### config.mk
export PLATFORM = sky130hd
export DESIGN_NAME = dispenser_discrete_io_control_flat
export DESIGN_NICKNAME = d
export VERILOG_FILES = /design/src/rtl/dio_pkg.sv /design/src/rtl/dio_if.sv /design/src/rtl/dispenser_discrete_io_control.sv /design/src/flat_wrapper.sv
export VERILOG_INCLUDE_DIRS = /design/src /design/src/rtl
export SDC_FILE = /design/constraint.sdc
export NUM_CORES = 1
export LEC_CHECK = 0
export ABC_AREA = 1
export BUFFER_PORTS_ARGS = -buffer_cell sky130_fd_sc_hd__buf_4
export CAP_MARGIN = 20
export CORE_MARGIN = 2
export CORE_UTILIZATION = 50
export CTS_BUF_LIST = sky130_fd_sc_hd__clkbuf_2
export DETAILED_ROUTE_END_ITERATION = 16
export PLACE_DENSITY = 0.66
export SKIP_CTS_REPAIR_TIMING = 1
export SYNTH_ARGS = -nofsm -noshare
export SYNTH_HDL_FRONTEND = slang
export SYNTH_SLANG_ARGS = --single-unit
### constraint.sdc
create_clock -name ref_clk_i -period 2.11 [get_ports ref_clk_i]
set_input_delay 0.422 -clock ref_clk_i [delete_from_list [all_inputs] [get_ports ref_clk_i]]
set_output_delay 0.422 -clock ref_clk_i [all_outputs]
set_load 0.02 [all_outputs]
### src/rtl/dio_defines.svh
`ifndef DIO_DEFINES_SVH
`define DIO_DEFINES_SVH
// Overview of operation
// Voltage trigger edge starts cycle, width 10ms
// Held trigger gives one cycle only
// Contact closure starts cycle like trigger
// Program-step edge advances program, width 100ms
// Program 1..16, wraps 16 to 1
// Emergency stop held while input high
// Stop halts regulation, raises alarm, warns
// Stop persists until UI or clear
// Alarm-clear input clears alarm or stop
// Alarm output high exactly in alarm
// No dispense starts during alarm
// Alarm held until UI or clear
// End-of-cycle low while dispensing
// Controller clears only after stop released
// Inputs synchronised and width-filtered

// ----------------------------------------------------------------------
// Timing
// ----------------------------------------------------------------------
`define DIO_CLK_HZ 10000000
`define DIO_TRIG_MIN_US 10000
`define DIO_SLOW_MIN_US 100000
`define DIO_TRIG_CYC ((`DIO_CLK_HZ / 1000000) * `DIO_TRIG_MIN_US)
`define DIO_SLOW_CYC ((`DIO_CLK_HZ / 1000000) * `DIO_SLOW_MIN_US)
`define DIO_CNT_W 20
`define DIO_DISP_CYC 20'h186A0
// ----------------------------------------------------------------------
// Program numbering
// ----------------------------------------------------------------------
`define DIO_PROG_FIRST 5'h01
`define DIO_PROG_LAST 5'h10
`define DIO_PROG_W 5
`define DIO_NUM_IN 5
`endif

### src/rtl/dio_pkg.sv
package dio_pkg;
  // Dispenser sequencing states
  typedef enum logic [2:0] {
    ST_IDLE = 3'h1,
    ST_DISP = 3'h2,
    ST_ALRM = 3'h4
  } disp_state_t;
endpackage

### src/rtl/dio_if.sv
interface dio_if;
  logic estop;
  logic clear;
  logic vtrig;
  logic contact;
  logic prog_step;
  logic alarm;
  logic eoc_n;
  // Dispenser end
  modport dev (input estop, clear, vtrig, contact, prog_step,
               output alarm, eoc_n);
  // Controller end
  modport ctl (output estop, clear, vtrig, contact, prog_step,
               input alarm, eoc_n);
endinterface

### src/rtl/dispenser_discrete_io_control.sv
`include "dio_defines.svh"
module dispenser_discrete_io_control (
  // Clock and reset
  input wire logic ref_clk_i,
  input wire logic sys_rst_i,
  // Link to controller
  dio_if.dev io,
  // User interface
  input wire logic ui_clear_i,
  output logic regulate_o,
  output logic warn_o,
  output logic busy_o,
  output logic [4:0] program_o
);
  // ----------------------------------------------------------------------
  // Input synchronisers and width filters
  // ----------------------------------------------------------------------
  logic [`DIO_NUM_IN-1:0] raw;
  logic [`DIO_NUM_IN-1:0] s1_q, s2_q, s1_d, s2_d;
  logic [`DIO_NUM_IN-1:0] flt_q, flt_d, prv_q, prv_d;
  logic [`DIO_CNT_W-1:0] cnt_q [`DIO_NUM_IN];
  logic [`DIO_CNT_W-1:0] cnt_d [`DIO_NUM_IN];

  // Bit order: estop, clear, vtrig, contact, step
  assign raw = {io.estop, io.clear, io.vtrig, io.contact, io.prog_step};

  // Minimum width per input
  function automatic logic [`DIO_CNT_W-1:0] min_w(input int idx);
    if (idx == 2 || idx == 1)
      return `DIO_CNT_W'(`DIO_TRIG_CYC);
    return `DIO_CNT_W'(`DIO_SLOW_CYC);
  endfunction

  // Stability counter per input
  genvar g;
  generate
    for (g = 0; g < `DIO_NUM_IN; g++) begin : g_flt
      always_comb begin
        s1_d[g] = raw[g];
        s2_d[g] = s1_q[g];
        flt_d[g] = flt_q[g];
        cnt_d[g] = cnt_q[g];
        prv_d[g] = flt_q[g];
        if (s2_q[g] == flt_q[g]) begin
          cnt_d[g] = '0;
        end else if (cnt_q[g] >= min_w(g) - `DIO_CNT_W'(2)) begin
          flt_d[g] = s2_q[g];
          cnt_d[g] = '0;
        end else begin
          cnt_d[g] = cnt_q[g] + `DIO_CNT_W'(1);
        end
      end
      always_ff @(posedge ref_clk_i) begin
        if (sys_rst_i) begin
          s1_q[g] <= 1'b0;
          s2_q[g] <= 1'b0;
          flt_q[g] <= 1'b0;
          prv_q[g] <= 1'b0;
          cnt_q[g] <= '0;
        end else begin
          s1_q[g] <= s1_d[g];
          s2_q[g] <= s2_d[g];
          flt_q[g] <= flt_d[g];
          prv_q[g] <= prv_d[g];
          cnt_q[g] <= cnt_d[g];
        end
      end
    end
  endgenerate

  // Qualified levels and edges
  logic estop_lv, clr_rise, trig_rise, step_rise;
  assign estop_lv = flt_q[4];
  assign clr_rise = flt_q[3] & ~prv_q[3];
  assign trig_rise = (flt_q[2] & ~prv_q[2]) | (flt_q[1] & ~prv_q[1]);
  assign step_rise = flt_q[0] & ~prv_q[0];

  // ----------------------------------------------------------------------
  // Program selector
  // ----------------------------------------------------------------------
  logic [`DIO_PROG_W-1:0] prog_q, prog_d;
  always_comb begin
    prog_d = prog_q;
    if (step_rise) begin
      if (prog_q == `DIO_PROG_LAST)
        prog_d = `DIO_PROG_FIRST;
      else
        prog_d = prog_q + `DIO_PROG_W'(1);
    end
  end
  always_ff @(posedge ref_clk_i) begin
    if (sys_rst_i)
      prog_q <= `DIO_PROG_FIRST;
    else
      prog_q <= prog_d;
  end

  // ----------------------------------------------------------------------
  // Dispense and alarm sequencer
  // ----------------------------------------------------------------------
  dio_pkg::disp_state_t st_q, st_d;
  logic [`DIO_CNT_W-1:0] dcnt_q, dcnt_d;
  logic alarm_q, alarm_d, eoc_n_q, eoc_n_d, reg_q, reg_d;
  logic busy_q, busy_d;
  always_comb begin
    st_d = st_q;
    dcnt_d = dcnt_q;
    unique case (st_q)
      dio_pkg::ST_IDLE: begin
        if (estop_lv) begin
          st_d = dio_pkg::ST_ALRM;
        end else if (trig_rise) begin
          st_d = dio_pkg::ST_DISP;
          dcnt_d = '0;
        end
      end
      dio_pkg::ST_DISP: begin
        if (estop_lv) begin
          st_d = dio_pkg::ST_ALRM;
        end else if (dcnt_q == `DIO_DISP_CYC - `DIO_CNT_W'(1)) begin
          st_d = dio_pkg::ST_IDLE;
        end else begin
          dcnt_d = dcnt_q + `DIO_CNT_W'(1);
        end
      end
      dio_pkg::ST_ALRM: begin
        // Held while stop high; triggers ignored
        if (!estop_lv && (ui_clear_i || clr_rise))
          st_d = dio_pkg::ST_IDLE;
      end
      default: st_d = dio_pkg::ST_IDLE;
    endcase
    alarm_d = (st_d == dio_pkg::ST_ALRM);
    eoc_n_d = (st_d != dio_pkg::ST_DISP);
    reg_d = (st_d != dio_pkg::ST_ALRM);
    busy_d = (st_d == dio_pkg::ST_DISP);
  end
  always_ff @(posedge ref_clk_i) begin
    if (sys_rst_i) begin
      st_q <= dio_pkg::ST_IDLE;
      dcnt_q <= '0;
      alarm_q <= 1'b0;
      eoc_n_q <= 1'b1;
      reg_q <= 1'b1;
      busy_q <= 1'b0;
    end else begin
      st_q <= st_d;
      dcnt_q <= dcnt_d;
      alarm_q <= alarm_d;
      eoc_n_q <= eoc_n_d;
      reg_q <= reg_d;
      busy_q <= busy_d;
    end
  end

  // Outputs
  assign io.alarm = alarm_q;
  assign io.eoc_n = eoc_n_q;
  assign regulate_o = reg_q;
  assign warn_o = alarm_q;
  assign busy_o = busy_q;
  assign program_o = prog_q;
endmodule // dispenser_discrete_io_control

### src/flat_wrapper.sv
// flat-port wrapper written by rule: the top's interface ports become plain ports
module dispenser_discrete_io_control_flat 
  (ref_clk_i, sys_rst_i, ui_clear_i, regulate_o, warn_o, busy_o, program_o, io_estop, io_clear, io_vtrig, io_contact, io_prog_step, io_alarm, io_eoc_n);
  dio_if io_i ();
  input wire logic ref_clk_i;
  input wire logic sys_rst_i;
  input wire logic ui_clear_i;
  output logic regulate_o;
  output logic warn_o;
  output logic busy_o;
  output logic [4:0] program_o;
  input wire logic [$bits(io_i.estop)-1:0] io_estop;
  input wire logic [$bits(io_i.clear)-1:0] io_clear;
  input wire logic [$bits(io_i.vtrig)-1:0] io_vtrig;
  input wire logic [$bits(io_i.contact)-1:0] io_contact;
  input wire logic [$bits(io_i.prog_step)-1:0] io_prog_step;
  output wire logic [$bits(io_i.alarm)-1:0] io_alarm;
  output wire logic [$bits(io_i.eoc_n)-1:0] io_eoc_n;
  assign io_i.estop = io_estop;
  assign io_i.clear = io_clear;
  assign io_i.vtrig = io_vtrig;
  assign io_i.contact = io_contact;
  assign io_i.prog_step = io_prog_step;
  assign io_alarm = io_i.alarm;
  assign io_eoc_n = io_i.eoc_n;
  dispenser_discrete_io_control u_core (.ref_clk_i(ref_clk_i), .sys_rst_i(sys_rst_i), .io(io_i), .ui_clear_i(ui_clear_i), .regulate_o(regulate_o), .warn_o(warn_o), .busy_o(busy_o), .program_o(program_o));
endmodule
Word level (Yosys, flattened, before mapping)
Memories as Yosys holds them, arrays and structs flattened.
Index checks and enable logic that the tools add are counted.
W data, S select, Z words.
{"block": "totals", "mem_bits_rw": 100, "elab_cells": 116, "latch_bits": 0, "n_memories": 1, "rom_bits": 0, "output_inout_bits": 10, "regBits": 51, "in_bits": 8}
{"memory": "u_core.cnt_q", "words": 5, "word_bits": 20, "read_ports": 5, "rd_clocked_by_memory_dff": 0, "write_ports": 5, "line_no": "dispenser_discrete_io_control.sv:21", "source": "logic [`DIO_CNT_W-1:0] cnt_q [`DIO_NUM_IN];"}
{"block": "classes", "n_div": 0, "n_mul": 0, "reduce_logical": 10, "bitwise": 19, "muxes": 30, "order_cmp": 5, "n_eq_ne": 18, "n_addsub": 7, "shift": 0}
{"op": "$mux W20", "count": 19}
{"op": "$add A20 B1 Y20 const B", "count": 6}
{"op": "$ge A20 B20 Y1 const B", "count": 3}
{"op": "$ge A20 B17 Y1 const B", "count": 2}
{"op": "$pmux W20 S2", "count": 1}
{"op": "$eq A20 B17 Y1 const B", "count": 1}
{"op": "$mux W3", "count": 5}
{"op": "$reduce_and A2 Y1", "count": 5}
{"op": "$not A1 Y1", "count": 9}
{"op": "$pmux W3 S3", "count": 1}
{"op": "$eq A3 B2 Y1 const B", "count": 2}
{"op": "$eq A3 B3 Y1 const B", "count": 2}
{"op": "$ne A2 B2 Y1 const B", "count": 3}
{"op": "$or A1 B1 Y1", "count": 6}
{"op": "$add A5 B1 Y5 const B", "count": 1}
{"op": "$eq A1 B1 Y1", "count": 5}
{"op": "$eq A5 B5 Y1 const B", "count": 1}
{"op": "$mux W5", "count": 1}
{"op": "$reduce_and A5 Y1", "count": 1}
{"op": "$and A1 B1 Y1", "count": 4}
{"op": "$eq A3 B1 Y1 const B", "count": 1}
{"op": "$mux W1", "count": 3}
{"op": "$ne A3 B2 Y1 const B", "count": 1}
{"op": "$ne A3 B3 Y1 const B", "count": 1}
{"op": "5 further kinds", "count": 5}

Depth between registers and ports, before layout
{"block": "depth", "word_depth": 7, "mapped_depth": 11}

Worst setup path after synthesis
OpenSTA, ideal clock, no wires.
{"block": "synth_path", "kind": "register -> register", "start": "reg u_core.dcnt_q[0]", "end": "reg u_core.dcnt_q[2]", "synth_period_minus_slack_ns": 1.720, "required_ns": 2.041, "stages_incl_launch_ff": 12, "t_arrival_ns": 1.651, "path_slack_ns": 0.390, "path_buffers": 2, "path_cell_list": "dfxtp_1 > ha_1 > nand2_2 > nor2_4 > inv_2 > nor2_4 > nand3_4 > nand2_4 > buf_8 > buf_12 > nand2_1 > a21oi_2"}
{"block": "synth_via", "elab_chain_cells": 4}
{"item": "start, declared", "line_no": "dispenser_discrete_io_control.sv:102", "source": "logic [`DIO_CNT_W-1:0] dcnt_q, dcnt_d;"}
{"item": "start signal, assigned", "line_no": "dispenser_discrete_io_control.sv:148", "source": "dcnt_q <= dcnt_d;"}
{"item": "$add A20 B1 Y20", "line_no": "dispenser_discrete_io_control.sv:123", "source": "dcnt_d = dcnt_q + `DIO_CNT_W'(1);"}
{"item": "$mux W20", "line_no": "dispenser_discrete_io_control.sv:120", "source": "end else if (dcnt_q == `DIO_DISP_CYC - `DIO_CNT_W'(1)) begin"}
{"item": "$mux W20", "line_no": "dispenser_discrete_io_control.sv:118", "source": "if (estop_lv) begin"}
{"item": "$pmux W20 S2", "line_no": "dispenser_discrete_io_control.sv:108", "source": "unique case (st_q)"}
Several ways; a longest one is shown, not always the timed one. The select of a mux whose other input is x is not followed.
A chain may end at the register's enable or synchronous reset.

Final worst setup path
{"block": "layout_path", "start": "reg u_core.flt_q[2]", "end": "reg u_core.dcnt_q[19]"}
{"block": "layout_via", "elab_chain_cells": 4}
{"item": "start, declared", "line_no": "dispenser_discrete_io_control.sv:20", "source": "logic [`DIO_NUM_IN-1:0] flt_q, flt_d, prv_q, prv_d;"}
{"item": "start signal, assigned by index", "line_no": "dispenser_discrete_io_control.sv:63", "source": "flt_q[g] <= flt_d[g];"}
{"item": "$and A1 B1 Y1", "line_no": "dispenser_discrete_io_control.sv:75", "source": "assign trig_rise = (flt_q[2] & ~prv_q[2]) | (flt_q[1] & ~prv_q[1]);"}
{"item": "$or A1 B1 Y1", "line_no": "dispenser_discrete_io_control.sv:75"}
{"item": "$ne A2 B1 Y1 (no source line)"}
{"item": "$reduce_and A5 Y1 (no source line)"}
Every way passes these cells.

==> metrics <==
run status=finished, final reports clean; GPL Wtd Cong=0.869; dominant cell type by area after synthesis=dfxtp_1; largest net degree at the start of global routing=33; Hold Violations, Final=0; cell area power density=553 nW/um^2; Fillers=1,463; drt initial violations=352; first-pass GRT wire length=25,100 um; achievable frequency=0.527 GHz; drt drc=0; Pre-Repair DR Iteration Count=5; Pins Over Slew Limit=0; Post-synth EDFFs=0; Hold Path Class=input port to flop; Core Rows=44; FF-to-FF setup slack=0.21 ns; clock-pin slew on the worst setup and hold paths=0.22 ns; Hold Crit Endpoint=u_core.program_o[0]$_SDFFE_PP1P_; synth cell count leaders=276 x nor2_1, 204 x nand2_1, 151 x dfxtp_1; vias per cell=4.77; GR Overflow Total=0; CP arrival=2.54 ns; Setup CP Type=flop to flop; startpoint types=flop; Yosys cell types=35; GRT Util Overall=18.6%; wirelength, routed=14,400 um; final worst path period share=89.9%; YS warnings=0; # nets final=1,161; unrepaired setup endpoints after global routing=no; most frequent CP cell=nor2_1; Clock Skew=0.0289 ns; crit path cell chain=inv_1 -> o21ai_0 -> a21oi_1 -> nor2_4 -> nand2_4 -> buf_4 -> nor2_1 -> nor2_1 -> nor2_1; maximum fanout along the worst path=12; slowest CP cell=dfxtp_1; vias=6,385; hpwl dp=10,500 um; Async SR Flop Fraction=0%; leakage power=0.00309 uW; Hold Path Depth=3; max-cap check violation count=0; CTS tree=yes; vias in the first global route=5,891; Die X=127 um; largest cells by area after synthesis=dfxtp_1 40%, nor2_1 14%, nand2_1 10%; top_reg_cell synth=dfxtp_1; die area=16,100 sq um; die extent in y=127 um; critical path required time=2.75 ns; initial antenna violation count=1; Initial Util=51.6%; max incr delay on CP=0.38 ns; # port buffers=17; clock root buffer=clkbuf_2; ratio of cells with drive above 1 in the final layout=7.55%; Cells after Synth=1,096; worst skew pair latency=0.70 ns; core area=14,600 sq um; maximum vdd ir drop=0.000402 V; Synth top area share=40.0%; endpoint type of the worst setup path=flop; Post-Syn Area=7560 sq um; register bit total from synthesis=151; H-tree depth=4; area grow syn2layout=8.67%; worst reg2reg path startpoint=u_core.flt_q[2]$_SDFFE_PP0P_; setup TNS=0 ns; reg2reg end=u_core.dcnt_q[19]$_SDFFE_PP0P_; Post-Route Utilization=56.1%; post-DR wirelength/cell=10.7 um; CTS buffer count=17; R2R depth=9; worst hold start=sys_rst_i; antenna viol nets, final=0; fin cells=1,338; final total power=4540 uW; final setup vio count=0; Seq/Total Area, Yosys=40.0%; post-route minimum period=1.90 ns; io pins=18; clock sinks=151; Bufs on Longest Clock Path=2; DP Cell Count=1,299; count leader, synth=nor2_1; Syn Area/Cell=6.90 sq um
-- report_power, final --
group / leakage (uW) / switching [uW] / total, uW / internal (uW)
sequential: 0.00122 / 15.3 / 2900 / 2890
clock: 0.000121 / 1030 / 1440 / 413
combinational: 0.00174 / 136 / 202 / 65.8
total: 0.00309 / 1180 / 4540 / 3370
-- worst max-delay path: cells and delay by family (launching register included) --
family | cells | cell delay [ns]
buf+inv | 2 | 0.30
simple gates | 5 | 0.64
compound gates | 2 | 0.52
flops | 1 | 0.38
-- worst max path at each step --
stage,from,endpoint,slack [ns],cells past startpoint
3_5_place_dp,u_core.dcnt_q[1]$_SDFFE_PP0P_,u_core.dcnt_q[3]$_SDFFE_PP0P_,0.16,10
6_report,u_core.flt_q[2]$_SDFFE_PP0P_,u_core.dcnt_q[19]$_SDFFE_PP0P_,0.21,9
5_1_grt,u_core.cnt_q[3][1]$_SDFF_PP0_,u_core.cnt_q[3][18]$_SDFF_PP0_,0.03,10
4_1_cts,u_core.dcnt_q[1]$_SDFFE_PP0P_,u_core.dcnt_q[3]$_SDFFE_PP0P_,0.13,10
3_3_place_gp,u_core.dcnt_q[1]$_SDFFE_PP0P_,u_core.dcnt_q[16]$_SDFFE_PP0P_,0.25,10
2_1_floorplan,u_core.dcnt_q[0]$_SDFFE_PP0P_,u_core.dcnt_q[2]$_SDFFE_PP0P_,0.39,11
-- flip-flops by register name, summed over array words and instances, names as in the netlist --
register           flops
u_core.s2_q            5
u_core.program_o       5
u_core.flt_q           4
u_core.s1_q            5
u_core.cnt_q         100
u_core.estop_lv        1
u_core.st_q            3
u_core.io.eoc_n        1
u_core.busy_o          1
u_core.dcnt_q         20
u_core.io.alarm        1
u_core.regulate_o      1
u_core.prv_q           4
-- cell usage in the layout, fill, tap and decap left out, types with 2 or more instances in the layout --
master         netlist  final
nor3_1              19     19
clkinv_1             1      2
diode_2              0      2
nand3b_1             5      5
inv_1              146    146
nor3b_1              2      2
conb_1               1      6
clkinv_2             0      3
o21ai_0             16     16
nor2_4               3      4
dlygate4sd3_1        0      5
ha_1                13     13
clkbuf_2             0     18
clkinvlp_4           0      4
buf_4                1     32
o21bai_1             4      4
and3_1               2      2
and2_1               2      2
xnor2_1             23     23
xor2_1              68     68
clkinv_4             0      4
nand2_1            204    204
a21oi_2              7      7
nand2_2              8      8
inv_2                2      2
nand3_1             72     72
nand4_1             22     22
dfxtp_1            151    151
a21oi_1             24     24
nor2_1             276    276
-- metrics by stage --
stage / hold WS, ns / instance area (sq um) / setup slack [ns]
6_report: 0.0674 / 8220 / 0.214
3_3_place_gp: 0.396 / 7950 / 0.252
4_1_cts: -0.142 / 8150 / 0.133
3_5_place_dp: 0.396 / 7950 / 0.156
5_1_grt: 0.00108 / 8220 / 0.0260
2_1_floorplan: 0.388 / 7580 / 0.390
-- layer usage --
layer	global-route usage [%]	part of all wire [%]	vias up
met5	0	0	-
met2	31.2	45	80
met4	5.24	1.3	0
met3	4.65	3.2	18
met1	24.0	50	2822
li1	-	-	3465
-- layout make-up --
type	count	area, sq um	area share, %
antenna	2	5.00	0.0609
timing repair buffer	37	290	3.53
clock inverter	13	110	1.34
sequential	151	3020	36.8
inverter	149	563	6.85
tap	184	230	2.80
multi-input combinational	784	3910	47.5
clock buffer	18	90.1	1.10
-- kinds of logic (layout without fill, tap and decap cells) --
group / Yosys count / in the layout / share of synthesized area [%]
flops: 151 / 151 / 40.0
compound gates: 53 / 53 / 4.04
xor+xnor: 91 / 91 / 10.5
other cells: 1 / 8 / 0.0496
fa+ha+maj: 13 / 13 / 2.15
simple gates: 621 / 621 / 34.6
buf+inv: 166 / 217 / 8.69
No activity file was read; power rests on OpenSTA's default activity.
